==> src/iws_consts.svh <==
// Overview of operation
// - Idle sleep gates CPU, peripherals keep clocking
// - Idle keeps slow RC and secondary oscillator
// - Only interrupt, watchdog or reset ends idle
// - Wake holds CPU for ready delay, same source
// - Wake leaves idle and source selects untouched
// - Watchdog in idle/sleep wakes to selected run
// - Select 00 idles on primary, ready stays set
// - Primary idle wake resumes on primary clock
// - Select 01 idles on secondary, primary stops
// - Secondary disabled makes idle sleep ignored
// - Peripheral clocks wait for secondary start
// - Secondary idle wake resumes on secondary
// - High select bit idles on internal oscillator
// - Fast internal enabled, stable flag after settle
// - Stable flag kept, or stays clear when off
// - Internal idle wake resumes on internal clock
// - Only enabled interrupt flags start the wake
// - Interrupt wake branches only when globally enabled
// - Watchdog while running gives watchdog reset
// - Watchdog cleared by sleep, clear, loss, retune
// - Reset held by startup timer, then ready
// - Two-speed start runs internal until primary ready and selected
// - Sleep without idle stops clocks, clears flags
`ifndef IWS_CONSTS_SVH
`define IWS_CONSTS_SVH

// ------------------------------------------------------------
// Clock and timing
// ------------------------------------------------------------
`define IWS_CLK_NS       25
`define IWS_CPU_READY_DELAY_NS      2000
`define IWS_TIOBST_NS    1000
`define IWS_OST_TOSC     1024
`define IWS_CPU_READY_DELAY_CYC     ((`IWS_CPU_READY_DELAY_NS + `IWS_CLK_NS - 1) / `IWS_CLK_NS)
`define IWS_TIOBST_CYC   ((`IWS_TIOBST_NS + `IWS_CLK_NS - 1) / `IWS_CLK_NS)
`define IWS_OST_CYC      (`IWS_OST_TOSC)
`define IWS_CNT_W        12

// ------------------------------------------------------------
// Clock source select encodings and sizes
// ------------------------------------------------------------
`define IWS_CSS_PRIMARY   2'h0
`define IWS_CSS_SECONDARY 2'h1
`define IWS_CSS_HIGH_BIT  1
`define IWS_FREQ_W        3
`define IWS_NUM_IRQ       8

`endif

==> src/iws_pkg.sv <==
`include "iws_consts.svh"
package iws_pkg;
  // Sequencer states, one-hot
  typedef enum logic [4:0] {
    ST_STARTUP = 5'h01,
    ST_RUN     = 5'h02,
    ST_IDLE    = 5'h04,
    ST_SLEEP   = 5'h08,
    ST_WAKE    = 5'h10
  } iws_state_t;

  typedef logic [`IWS_CNT_W-1:0] iws_cnt_t;

  // Whole device state
  typedef struct packed {
    iws_state_t            state;
    logic [1:0]            clkSrc;
    iws_cnt_t              tcsdCnt;
    iws_cnt_t              ostCnt;
    iws_cnt_t              iofsCnt;
    logic [`IWS_FREQ_W-1:0] freqPrev;
    logic                  wakeByInt;
    logic                  primaryOscEn;
    logic                  primaryReady;
    logic                  secRunFlag;
    logic                  intStable;
    logic                  fastOscEn;
    logic                  slowRcRun;
    logic                  secOscRun;
    logic                  cpuClkEn;
    logic                  periphClkEn;
    logic                  vectorBranch;
    logic                  wdtReset;
    logic                  wdtClear;
    logic [1:0]            secSync;
    logic [1:0]            lossSync;
  } iws_dev_t;
endpackage : iws_pkg
==> src/iws_if.sv <==
`timescale 1ns/10ps
interface iws_if #(parameter int NUM_IRQ = `IWS_NUM_IRQ);
  // Firmware to sequencer
  logic                   sleepExec;
  logic                   wdtClearExec;
  logic                   idleSelect;
  logic [1:0]             clockSourceSelect;
  logic                   secOscEnable;
  logic [`IWS_FREQ_W-1:0] internalFreqSelect;
  logic                   internalSourceSelect;
  logic                   globalIntEnable;
  logic [NUM_IRQ-1:0]     intFlags;
  logic [NUM_IRQ-1:0]     intEnables;
  logic                   wdtEnable;
  logic                   failSafeEnable;
  logic                   twoSpeedEnable;
  // Sequencer to firmware
  logic                   cpuClkEn;
  logic                   periphClkEn;
  logic                   primaryClockReadyFlag;
  logic                   secondaryOscRunningFlag;
  logic                   internalOscStableFlag;
  logic                   intVectorBranch;
  logic                   wdtResetPulse;

  modport dev (
    input  sleepExec, wdtClearExec, idleSelect, clockSourceSelect, secOscEnable,
    input  internalFreqSelect, internalSourceSelect, globalIntEnable, intFlags, intEnables,
    input  wdtEnable, failSafeEnable, twoSpeedEnable,
    output cpuClkEn, periphClkEn, primaryClockReadyFlag, secondaryOscRunningFlag,
    output internalOscStableFlag, intVectorBranch, wdtResetPulse
  );
  modport fw (
    output sleepExec, wdtClearExec, idleSelect, clockSourceSelect, secOscEnable,
    output internalFreqSelect, internalSourceSelect, globalIntEnable, intFlags, intEnables,
    output wdtEnable, failSafeEnable, twoSpeedEnable,
    input  cpuClkEn, periphClkEn, primaryClockReadyFlag, secondaryOscRunningFlag,
    input  internalOscStableFlag, intVectorBranch, wdtResetPulse
  );
endinterface : iws_if

==> src/iws_device.sv <==
`timescale 1ns/10ps
module iws_device #(
  parameter int CPU_READY_DELAY_CYC   = `IWS_CPU_READY_DELAY_CYC,
  parameter int TIOBST_CYC = `IWS_TIOBST_CYC,
  parameter int OST_CYC    = `IWS_OST_CYC,
  parameter bit PRIMARY_IS_INTERNAL = 1'b0
) (
  input  wire logic        clock,
  input  wire logic        rst_b,
  iws_if.dev               link,
  input  wire logic        wdtTimeout,
  input  wire logic        secOscStarted,
  input  wire logic        clockLoss,
  output logic             primaryOscEnable,
  output logic             secondaryOscRun,
  output logic             slowInternalRcRun,
  output logic             fastInternalOscEnable,
  output logic [1:0]       activeClockSource,
  output logic             wdtCounterClear
);
  import iws_pkg::*;
  // ------------------------------------------------------------
  // State registers
  // ------------------------------------------------------------
  iws_dev_t q;
  iws_dev_t d;
  localparam iws_cnt_t CPU_READY_DELAY_LAST   = iws_cnt_t'(CPU_READY_DELAY_CYC - 1);
  localparam iws_cnt_t TIOBST_LAST = iws_cnt_t'(TIOBST_CYC - 1);
  localparam iws_cnt_t OST_LAST    = iws_cnt_t'(OST_CYC - 1);
  // Decodes a clock source select into the internal block choice
  function automatic logic isInternal(input logic [1:0] css);
    isInternal = css[`IWS_CSS_HIGH_BIT];
  endfunction : isInternal
  logic wakeInt;
  logic wakeAny;
  logic fastWanted;
  logic internalActive;
  // Wake sources: enabled flags and the watchdog timeout count, other events never resume
  assign wakeInt = |(link.intFlags & link.intEnables);
  assign wakeAny = wakeInt | wdtTimeout;
  assign fastWanted = (link.internalFreqSelect != '0) | link.internalSourceSelect;
  assign internalActive = isInternal(q.clkSrc);

  // ------------------------------------------------------------
  // Next-state logic
  // ------------------------------------------------------------
  always_comb
  begin
    d = q;
    d.vectorBranch = 1'b0;
    d.wdtReset     = 1'b0;
    d.wdtClear     = 1'b0;
    // Synchronisers: stage 0 is read only by stage 1
    d.secSync  = {q.secSync[0], secOscStarted};
    d.lossSync = {q.lossSync[0], clockLoss};
    d.freqPrev = link.internalFreqSelect;

    // Primary start-up timer runs whenever the primary is powered
    if (!q.primaryOscEn)
    begin
      d.ostCnt       = '0;
      d.primaryReady = 1'b0;
    end
    else if (q.ostCnt != OST_LAST)
    begin
      d.ostCnt = q.ostCnt + 1'b1;
    end
    else if (!q.primaryReady)
    begin
      d.primaryReady = 1'b1;
    end

    // Fast internal output and its settle counter
    d.fastOscEn = fastWanted;
    if (!fastWanted)
    begin
      d.iofsCnt   = '0;
      d.intStable = 1'b0;
    end
    else if (q.intStable)
    begin
      d.intStable = 1'b1;
    end
    else if (q.iofsCnt != TIOBST_LAST)
    begin
      d.iofsCnt = q.iofsCnt + 1'b1;
    end
    else
    begin
      d.intStable = 1'b1;
    end
    // Clear instruction, retuning while on the internal clock, or losing the clock with fail-safe on restarts the watchdog
    if ((internalActive && (link.internalFreqSelect != q.freqPrev)) ||
        (q.lossSync[1] && link.failSafeEnable) || link.wdtClearExec)
    begin
      d.wdtClear = 1'b1;
    end
    // Slow RC for the watchdog and fail-safe monitor, secondary on its enable
    d.slowRcRun = link.wdtEnable | link.failSafeEnable | (internalActive & ~fastWanted);
    d.secOscRun = link.secOscEnable;

    unique case (q.state)
      ST_STARTUP:
      begin
        d.cpuClkEn    = 1'b0;
        d.periphClkEn = 1'b0;
        if (link.twoSpeedEnable || link.failSafeEnable)
        begin
          // Run early from the internal block
          d.state       = ST_RUN;
          d.clkSrc      = 2'h2;
          d.cpuClkEn    = 1'b1;
          d.periphClkEn = 1'b1;
        end
        else if (q.primaryReady)
        begin
          d.state       = ST_RUN;
          d.clkSrc      = `IWS_CSS_PRIMARY;
          d.cpuClkEn    = 1'b1;
          d.periphClkEn = 1'b1;
          d.intStable   = PRIMARY_IS_INTERNAL;
        end
      end

      ST_RUN:
      begin
        // Hand over to the primary once it is ready and the select bits name it
        if (q.clkSrc == 2'h2 && q.primaryReady && link.clockSourceSelect == `IWS_CSS_PRIMARY)
        begin
          d.clkSrc = `IWS_CSS_PRIMARY;
        end
        if (wdtTimeout)
        begin
          d.wdtReset = 1'b1;
        end
        else if (link.sleepExec)
        begin
          d.wdtClear = 1'b1;
          if (!link.idleSelect)
          begin
            // Full sleep stops the CPU, peripheral clocks and primary, and drops every ready flag
            d.state        = ST_SLEEP;
            d.cpuClkEn     = 1'b0;
            d.periphClkEn  = 1'b0;
            d.primaryOscEn = 1'b0;
            d.primaryReady = 1'b0;
            d.ostCnt       = '0;
            d.secRunFlag   = 1'b0;
            d.intStable    = 1'b0;
            d.iofsCnt      = '0;
          end
          else if (isInternal(link.clockSourceSelect))
          begin
            d.state        = ST_IDLE;
            d.clkSrc       = 2'h2;
            d.cpuClkEn     = 1'b0;
            d.primaryOscEn = 1'b0;
            d.primaryReady = 1'b0;
            d.ostCnt       = '0;
            d.secRunFlag   = 1'b0;
          end
          else if (link.clockSourceSelect == `IWS_CSS_SECONDARY)
          begin
            // Disabled secondary: the sleep is dropped, CPU keeps running
            if (link.secOscEnable)
            begin
              d.state        = ST_IDLE;
              d.clkSrc       = `IWS_CSS_SECONDARY;
              d.cpuClkEn     = 1'b0;
              d.periphClkEn  = q.secSync[1];
              d.primaryOscEn = 1'b0;
              d.primaryReady = 1'b0;
              d.ostCnt       = '0;
              d.secRunFlag   = 1'b1;
            end
          end
          else
          begin
            // Primary stays up, its ready flag is untouched
            d.state    = ST_IDLE;
            d.clkSrc   = `IWS_CSS_PRIMARY;
            d.cpuClkEn = 1'b0;
          end
        end
      end

      ST_IDLE:
      begin
        d.cpuClkEn = 1'b0;
        // Secondary idle holds peripheral clocks until the crystal runs
        d.periphClkEn = (q.clkSrc != `IWS_CSS_SECONDARY) | q.secSync[1];
        if (wakeAny)
        begin
          d.state     = ST_WAKE;
          d.tcsdCnt   = '0;
          d.wakeByInt = wakeInt;
        end
      end

      ST_SLEEP:
      begin
        d.cpuClkEn    = 1'b0;
        d.periphClkEn = 1'b0;
        if (wakeAny)
        begin
          // Wake into the source that the select bits name now
          d.state     = ST_WAKE;
          d.tcsdCnt   = '0;
          d.wakeByInt = wakeInt;
          d.clkSrc    = isInternal(link.clockSourceSelect) ? 2'h2 : link.clockSourceSelect;
          d.primaryOscEn = (link.clockSourceSelect == `IWS_CSS_PRIMARY);
          d.secRunFlag   = (link.clockSourceSelect == `IWS_CSS_SECONDARY);
        end
      end

      ST_WAKE:
      begin
        // Ready delay counts every cycle; a sleep exit to primary also
        // waits for the start-up timer unless early internal run is on
        if (q.tcsdCnt != CPU_READY_DELAY_LAST)
        begin
          d.tcsdCnt = q.tcsdCnt + 1'b1;
        end
        else if (q.clkSrc != `IWS_CSS_PRIMARY || q.primaryReady ||
                 link.twoSpeedEnable || link.failSafeEnable)
        begin
          // Resume in the run mode matching the idle source
          d.state        = ST_RUN;
          d.cpuClkEn     = 1'b1;
          d.periphClkEn  = 1'b1;
          d.vectorBranch = q.wakeByInt & link.globalIntEnable;
        end
      end

      default:
      begin
        d.state = ST_STARTUP;
      end
    endcase
  end

  // ------------------------------------------------------------
  // Register update
  // ------------------------------------------------------------
  always_ff @(posedge clock)
  begin
    if (!rst_b)
    begin
      q              <= '0;
      q.state        <= ST_STARTUP;
      q.primaryOscEn <= 1'b1;
    end
    else
    begin
      q <= d;
    end
  end
  // Select bits are only read here, so a wake never alters them
  assign link.cpuClkEn                = q.cpuClkEn;
  assign link.periphClkEn             = q.periphClkEn;
  assign link.primaryClockReadyFlag   = q.primaryReady;
  assign link.secondaryOscRunningFlag = q.secRunFlag;
  assign link.internalOscStableFlag   = q.intStable;
  assign link.intVectorBranch         = q.vectorBranch;
  assign link.wdtResetPulse           = q.wdtReset;
  assign primaryOscEnable             = q.primaryOscEn;
  assign secondaryOscRun              = q.secOscRun;
  assign slowInternalRcRun            = q.slowRcRun;
  assign fastInternalOscEnable        = q.fastOscEn;
  assign activeClockSource            = q.clkSrc;
  assign wdtCounterClear              = q.wdtClear;
endmodule : iws_device

==> src/flat_wrapper.sv <==
// flat-port wrapper written by rule: the top's interface ports become plain ports
module iws_device_flat import iws_pkg::*;
#(
  parameter int CPU_READY_DELAY_CYC   = `IWS_CPU_READY_DELAY_CYC,
  parameter int TIOBST_CYC = `IWS_TIOBST_CYC,
  parameter int OST_CYC    = `IWS_OST_CYC,
  parameter bit PRIMARY_IS_INTERNAL = 1'b0
)
  (clock, rst_b, wdtTimeout, secOscStarted, clockLoss, primaryOscEnable, secondaryOscRun, slowInternalRcRun, fastInternalOscEnable, activeClockSource, wdtCounterClear, link_sleepExec, link_wdtClearExec, link_idleSelect, link_clockSourceSelect, link_secOscEnable, link_internalFreqSelect, link_internalSourceSelect, link_globalIntEnable, link_intFlags, link_intEnables, link_wdtEnable, link_failSafeEnable, link_twoSpeedEnable, link_cpuClkEn, link_periphClkEn, link_primaryClockReadyFlag, link_secondaryOscRunningFlag, link_internalOscStableFlag, link_intVectorBranch, link_wdtResetPulse);
  iws_if link_i ();
  input  wire logic clock;
  input  wire logic rst_b;
  input  wire logic wdtTimeout;
  input  wire logic secOscStarted;
  input  wire logic clockLoss;
  output logic primaryOscEnable;
  output logic secondaryOscRun;
  output logic slowInternalRcRun;
  output logic fastInternalOscEnable;
  output logic [1:0] activeClockSource;
  output logic wdtCounterClear;
  input wire logic [$bits(link_i.sleepExec)-1:0] link_sleepExec;
  input wire logic [$bits(link_i.wdtClearExec)-1:0] link_wdtClearExec;
  input wire logic [$bits(link_i.idleSelect)-1:0] link_idleSelect;
  input wire logic [$bits(link_i.clockSourceSelect)-1:0] link_clockSourceSelect;
  input wire logic [$bits(link_i.secOscEnable)-1:0] link_secOscEnable;
  input wire logic [$bits(link_i.internalFreqSelect)-1:0] link_internalFreqSelect;
  input wire logic [$bits(link_i.internalSourceSelect)-1:0] link_internalSourceSelect;
  input wire logic [$bits(link_i.globalIntEnable)-1:0] link_globalIntEnable;
  input wire logic [$bits(link_i.intFlags)-1:0] link_intFlags;
  input wire logic [$bits(link_i.intEnables)-1:0] link_intEnables;
  input wire logic [$bits(link_i.wdtEnable)-1:0] link_wdtEnable;
  input wire logic [$bits(link_i.failSafeEnable)-1:0] link_failSafeEnable;
  input wire logic [$bits(link_i.twoSpeedEnable)-1:0] link_twoSpeedEnable;
  output wire logic [$bits(link_i.cpuClkEn)-1:0] link_cpuClkEn;
  output wire logic [$bits(link_i.periphClkEn)-1:0] link_periphClkEn;
  output wire logic [$bits(link_i.primaryClockReadyFlag)-1:0] link_primaryClockReadyFlag;
  output wire logic [$bits(link_i.secondaryOscRunningFlag)-1:0] link_secondaryOscRunningFlag;
  output wire logic [$bits(link_i.internalOscStableFlag)-1:0] link_internalOscStableFlag;
  output wire logic [$bits(link_i.intVectorBranch)-1:0] link_intVectorBranch;
  output wire logic [$bits(link_i.wdtResetPulse)-1:0] link_wdtResetPulse;
  assign link_i.sleepExec = link_sleepExec;
  assign link_i.wdtClearExec = link_wdtClearExec;
  assign link_i.idleSelect = link_idleSelect;
  assign link_i.clockSourceSelect = link_clockSourceSelect;
  assign link_i.secOscEnable = link_secOscEnable;
  assign link_i.internalFreqSelect = link_internalFreqSelect;
  assign link_i.internalSourceSelect = link_internalSourceSelect;
  assign link_i.globalIntEnable = link_globalIntEnable;
  assign link_i.intFlags = link_intFlags;
  assign link_i.intEnables = link_intEnables;
  assign link_i.wdtEnable = link_wdtEnable;
  assign link_i.failSafeEnable = link_failSafeEnable;
  assign link_i.twoSpeedEnable = link_twoSpeedEnable;
  assign link_cpuClkEn = link_i.cpuClkEn;
  assign link_periphClkEn = link_i.periphClkEn;
  assign link_primaryClockReadyFlag = link_i.primaryClockReadyFlag;
  assign link_secondaryOscRunningFlag = link_i.secondaryOscRunningFlag;
  assign link_internalOscStableFlag = link_i.internalOscStableFlag;
  assign link_intVectorBranch = link_i.intVectorBranch;
  assign link_wdtResetPulse = link_i.wdtResetPulse;
  iws_device #(.CPU_READY_DELAY_CYC(CPU_READY_DELAY_CYC), .TIOBST_CYC(TIOBST_CYC), .OST_CYC(OST_CYC), .PRIMARY_IS_INTERNAL(PRIMARY_IS_INTERNAL)) u_core (.clock(clock), .rst_b(rst_b), .link(link_i), .wdtTimeout(wdtTimeout), .secOscStarted(secOscStarted), .clockLoss(clockLoss), .primaryOscEnable(primaryOscEnable), .secondaryOscRun(secondaryOscRun), .slowInternalRcRun(slowInternalRcRun), .fastInternalOscEnable(fastInternalOscEnable), .activeClockSource(activeClockSource), .wdtCounterClear(wdtCounterClear));
endmodule
==> config.mk <==
export PLATFORM = sky130hd
export DESIGN_NAME = iws_device_flat
export DESIGN_NICKNAME = d
export VERILOG_FILES = /design/src/iws_pkg.sv /design/src/iws_if.sv /design/src/iws_device.sv /design/src/flat_wrapper.sv
export VERILOG_INCLUDE_DIRS = /design/src
export SDC_FILE = /design/constraint.sdc
export NUM_CORES = 1
export LEC_CHECK = 0
export CORE_MARGIN = 5
export CORE_UTILIZATION = 55
export CTS_CLUSTER_DIAMETER = 200
export DETAILED_ROUTE_END_ITERATION = 6
export DONT_BUFFER_PORTS = 1
export PLACE_DENSITY = 0.67
export SETUP_SLACK_MARGIN = 0.2
export SKIP_LAST_GASP = 1
export SLEW_MARGIN = 30
export SYNTH_ARGS = -nofsm -noshare
export SYNTH_HDL_FRONTEND = slang
export SYNTH_SLANG_ARGS = --single-unit
==> constraint.sdc <==
create_clock -name clock -period 3.5 [get_ports clock]
set_input_delay 0.525 -clock clock [delete_from_list [all_inputs] [get_ports clock]]
set_output_delay 0.525 -clock clock [all_outputs]
set_load 0.03 [all_outputs]
==> flow_summary_export.csv <==
group,metric,value,unit
outcome,status,"finished, final reports clean",
grt,grt_max_degree,28,
sta,slew_headroom,0.539,
cells_and_area,nets,396,
detailed_routing,vias,2590,
flow_run,drv_cap,0,
clock_network,insertion_delay,0.34,ns
grt,antenna_found_initial,0,
worst_hold_path,hold_path_class,"in2reg",
cells_and_area,drive_gt1_frac,0.0744,
floorplanning,start_util,0.570,
floorplanning,io_pins,49,
power_and_ir_drop,power-per-cell-area,548,mW/mm2
worst_setup_path,critPathMaxStageDelay,0.57,ns
clock_network,cts_setup_buffers,0,
worst_hold_path,min_to,"u_core.q[58]$_SDFFE_PN1P_",
logic_synthesis,synthArstFlopShare,0,
cells_and_area,max_flop_register,"u_core.q",
sta,tns,0,ns
cells_and_area,fin_area,0.00338,mm2
sta,clock_skew,0.00711,ns
logic_synthesis,syn_inst,362,
detailed_routing,vias_per_cell,5.95,
cells_and_area,layout_commonest_cell,"dfxtp_1",
clock_network,cts_root_buf,"clkbuf_8",
sta,min_period_over_period,0.598,
sta,drv_slew,0,
logic_synthesis,synth_ff_type,"dfxtp_1",
clock_network,cts_buffers,9,
worst_setup_path,worstPathRequired,3.72,ns
worst_hold_path,min_path_cells,1,
detailed_routing,wirelength,7040,um
floorplanning,die_area,0.00736,mm2
worst_setup_path,rrSetupSlack,1.41,ns
logic_synthesis,synth_edf_count,0,
detailed_routing,antenna_left,0,
logic_synthesis,synth.distinct_cells,62,
detailed_routing,routedWlPerCell,16.2,um
floorplanning,die_w,85.8,um
clock_network,cts_hold_buf,0,
cells_and_area,layout_common_cells,"dfxtp_1 (63), nor2_1 (41), nand2_1 (31)",
clock_network,cts_sinks,63,
logic_synthesis,synth_area_leaders,"dfxtp_1 (40%), xor2_1 (5.5%), nor2_1 (4.9%)",
cells_and_area,antenna_cells,0,
sta,fmax,0.478,GHz
grt,grt_pass1_wl,12100,um
grt,gr-total-overflow,0,
sta,fin_ws,1.41,ns
logic_synthesis,synth_top_area_share,0.399,
worst_setup_path,r2r-end,"u_core.q[28]$_SDFF_PN0_",
placed_design,hpwl,5110,um
cells_and_area,regArea,0.00126,mm2
grt,grt_use_total,0.206,
worst_setup_path,endpoint_kind,"register",
clock_network,cts_tree,"built",
worst_setup_path,worstRegToRegCells,5,
clock_network,cts_buffer_depth,2,
worst_setup_path,worst-path-buf-inv,0,
detailed_routing,drt_iter0_markers,96,
cells_and_area,fillers,501,
logic_synthesis,synth_area,0.00316,mm2
logic_synthesis,synth.ff_latch_count,63,
logic_synthesis,yosys_warnings,0,
worst_setup_path,crit_chain,"nor3b_4 -> nand3_1 -> o21ai_1 -> o21bai_1 -> nor2_1",
placed_design,port_buffers,0,
floorplanning,floorplan.rows,27,
worst_setup_path,critPathTopFamily,"compound AO/OA/AOI/OAI gates",
worst_setup_path,worstSetupPathType,"reg2reg",
placed_design,dpl_cell_area,0.00316,mm2
sta,fin_crit,2.09,ns
floorplanning,core_area,0.00554,mm2
power_and_ir_drop,leakagePower,1.24,nW
cells_and_area,multi_input_area,0.00179,mm2
logic_synthesis,yosys.area.top_type,"dfxtp_1",
worst_setup_path,crit_arrival,2.31,ns
placed_design,gp_congestion,0.797,
worst_setup_path,cpMaxStageDelayCell,"o21ai_1",
detailed_routing,drc,0,
worst_setup_path,timing.rr.start,"u_core.q[60]$_SDFFE_PN0P_",
worst_setup_path,worstSetupStartpointType,"register",
cells_and_area,syn_to_final_growth,7.05,%
logic_synthesis,yosysSeqAreaShare,0.399,
sta,worst_pin_slew,0.688,ns
clock_network,path_clk_slew,0.07,ns
logic_synthesis,syn_avg_cell_area,8.73,um2
clock_network,cts_resized,0,
power_and_ir_drop,ir_worst_vdd,366,uV
worst_setup_path,path_max_fanout,8,
cells_and_area,largest_reg_flops,47,
sta,rsz0062_at_grt,"no",
floorplanning,fp.dieH,85.8,um
clock_network,htreeDepth,3,
sta,setup_violations,0,
worst_hold_path,holdCritStartpoint,"rst_b",
power_and_ir_drop,totalPowerFinal,0.00185,W
placed_design,place_ws,1.33,ns
cells_and_area,final_core_util,0.611,
logic_synthesis,syn_nets,400,
detailed_routing,drtPass1Iterations,5,
grt,first_global_vias,2572,
sta,finalHoldViolations,0,
## cells in the mapped netlist, types with 7 or more instances
cell type,number
clkbuf_1,7
nand2_1,31
nand3_1,22
and3_1,7
xnor2_1,8
xor2_1,20
a21oi_1,21
dfxtp_1,63
nor3_1,8
nor2_1,41
and2_1,13
nand4_1,8
## routing by layer
metal / share of wire / routed length (um) / up-vias / GRT usage
li1: - / - / 1307 / -
met1: 0.47 / 3280 / 1197 / 0.266
met2: 0.45 / 3190 / 72 / 0.329
met3: 0.064 / 450 / 14 / 0.0567
met4: 0.017 / 123 / 0 / 0.0777
met5: 0 / 0 / - / 0
## where the power goes
| part | switching (W) | internal (W) | leakage [nW] |
|---|---|---|---|
| Clock | 0.000283 | 0.000420 | 0.110 |
| Combinational | 0.000168 | 0.000122 | 0.618 |
| Sequential | 0.0000929 | 0.000765 | 0.513 |
| Total | 0.000544 | 0.00131 | 1.24 |
## worst register-to-register path, cell delays in order, from the launching register on
cell and delay, ns:
dfxtp_1 0.43, nor3b_4 0.30, nand3_1 0.28, o21ai_1 0.57
o21bai_1 0.31, nor2_1 0.09
## logic make-up (layout without fill, tap and decap cells)
family,Yosys count,count (layout),synth area share
AO/OA/AOI/OAI,72,72,0.160
XOR/XNOR,29,29,0.0827
adder cells (fa/ha/maj),3,3,0.0119
buffers and inverters,19,20,0.0333
flip-flops,63,63,0.399
multiplexers,6,6,0.0210
AND/OR/NAND/NOR,170,170,0.293
## final cells by class
type | count | area share
clock buffers | 11 | 0.0418
clock inverters | 5 | 0.0240
inverters | 4 | 0.00444
multi-input cells | 280 | 0.530
flip-flops and latches | 63 | 0.373
well taps | 72 | 0.0266
## worst max path at each step
stage | slack, ns | cells after the start | start | end
final | 1.41 | 5 | u_core.q[60]$_SDFFE_PN0P_ | u_core.q[28]$_SDFF_PN0_
after global routing | 1.22 | 6 | u_core.q[32]$_SDFF_PN0_ | u_core.q[35]$_SDFF_PN0_
after CTS | 1.44 | 5 | u_core.q[60]$_SDFFE_PN0P_ | u_core.q[23]$_SDFF_PN0_
after detailed placement | 1.33 | 5 | link_intFlags[2] | u_core.q[55]$_SDFFE_PN0P_
after global placement | 1.39 | 5 | link_intFlags[2] | u_core.q[55]$_SDFFE_PN0P_
after floorplan | 1.79 | 8 | u_core.q[44]$_SDFFE_PN0P_ | u_core.q[54]$_SDFFE_PN0P_
## stage by stage
| step | hold WS, ns | cells |
|---|---|---|
| after floorplan | 0.412 | 362 |
| after global placement | 0.426 | 419 |
| after detailed placement | 0.430 | 419 |
| after CTS | 0.260 | 435 |
| after global routing | 0.251 | 435 |
| final | 0.273 | 435 |
No activity file was read; power rests on OpenSTA's default activity.
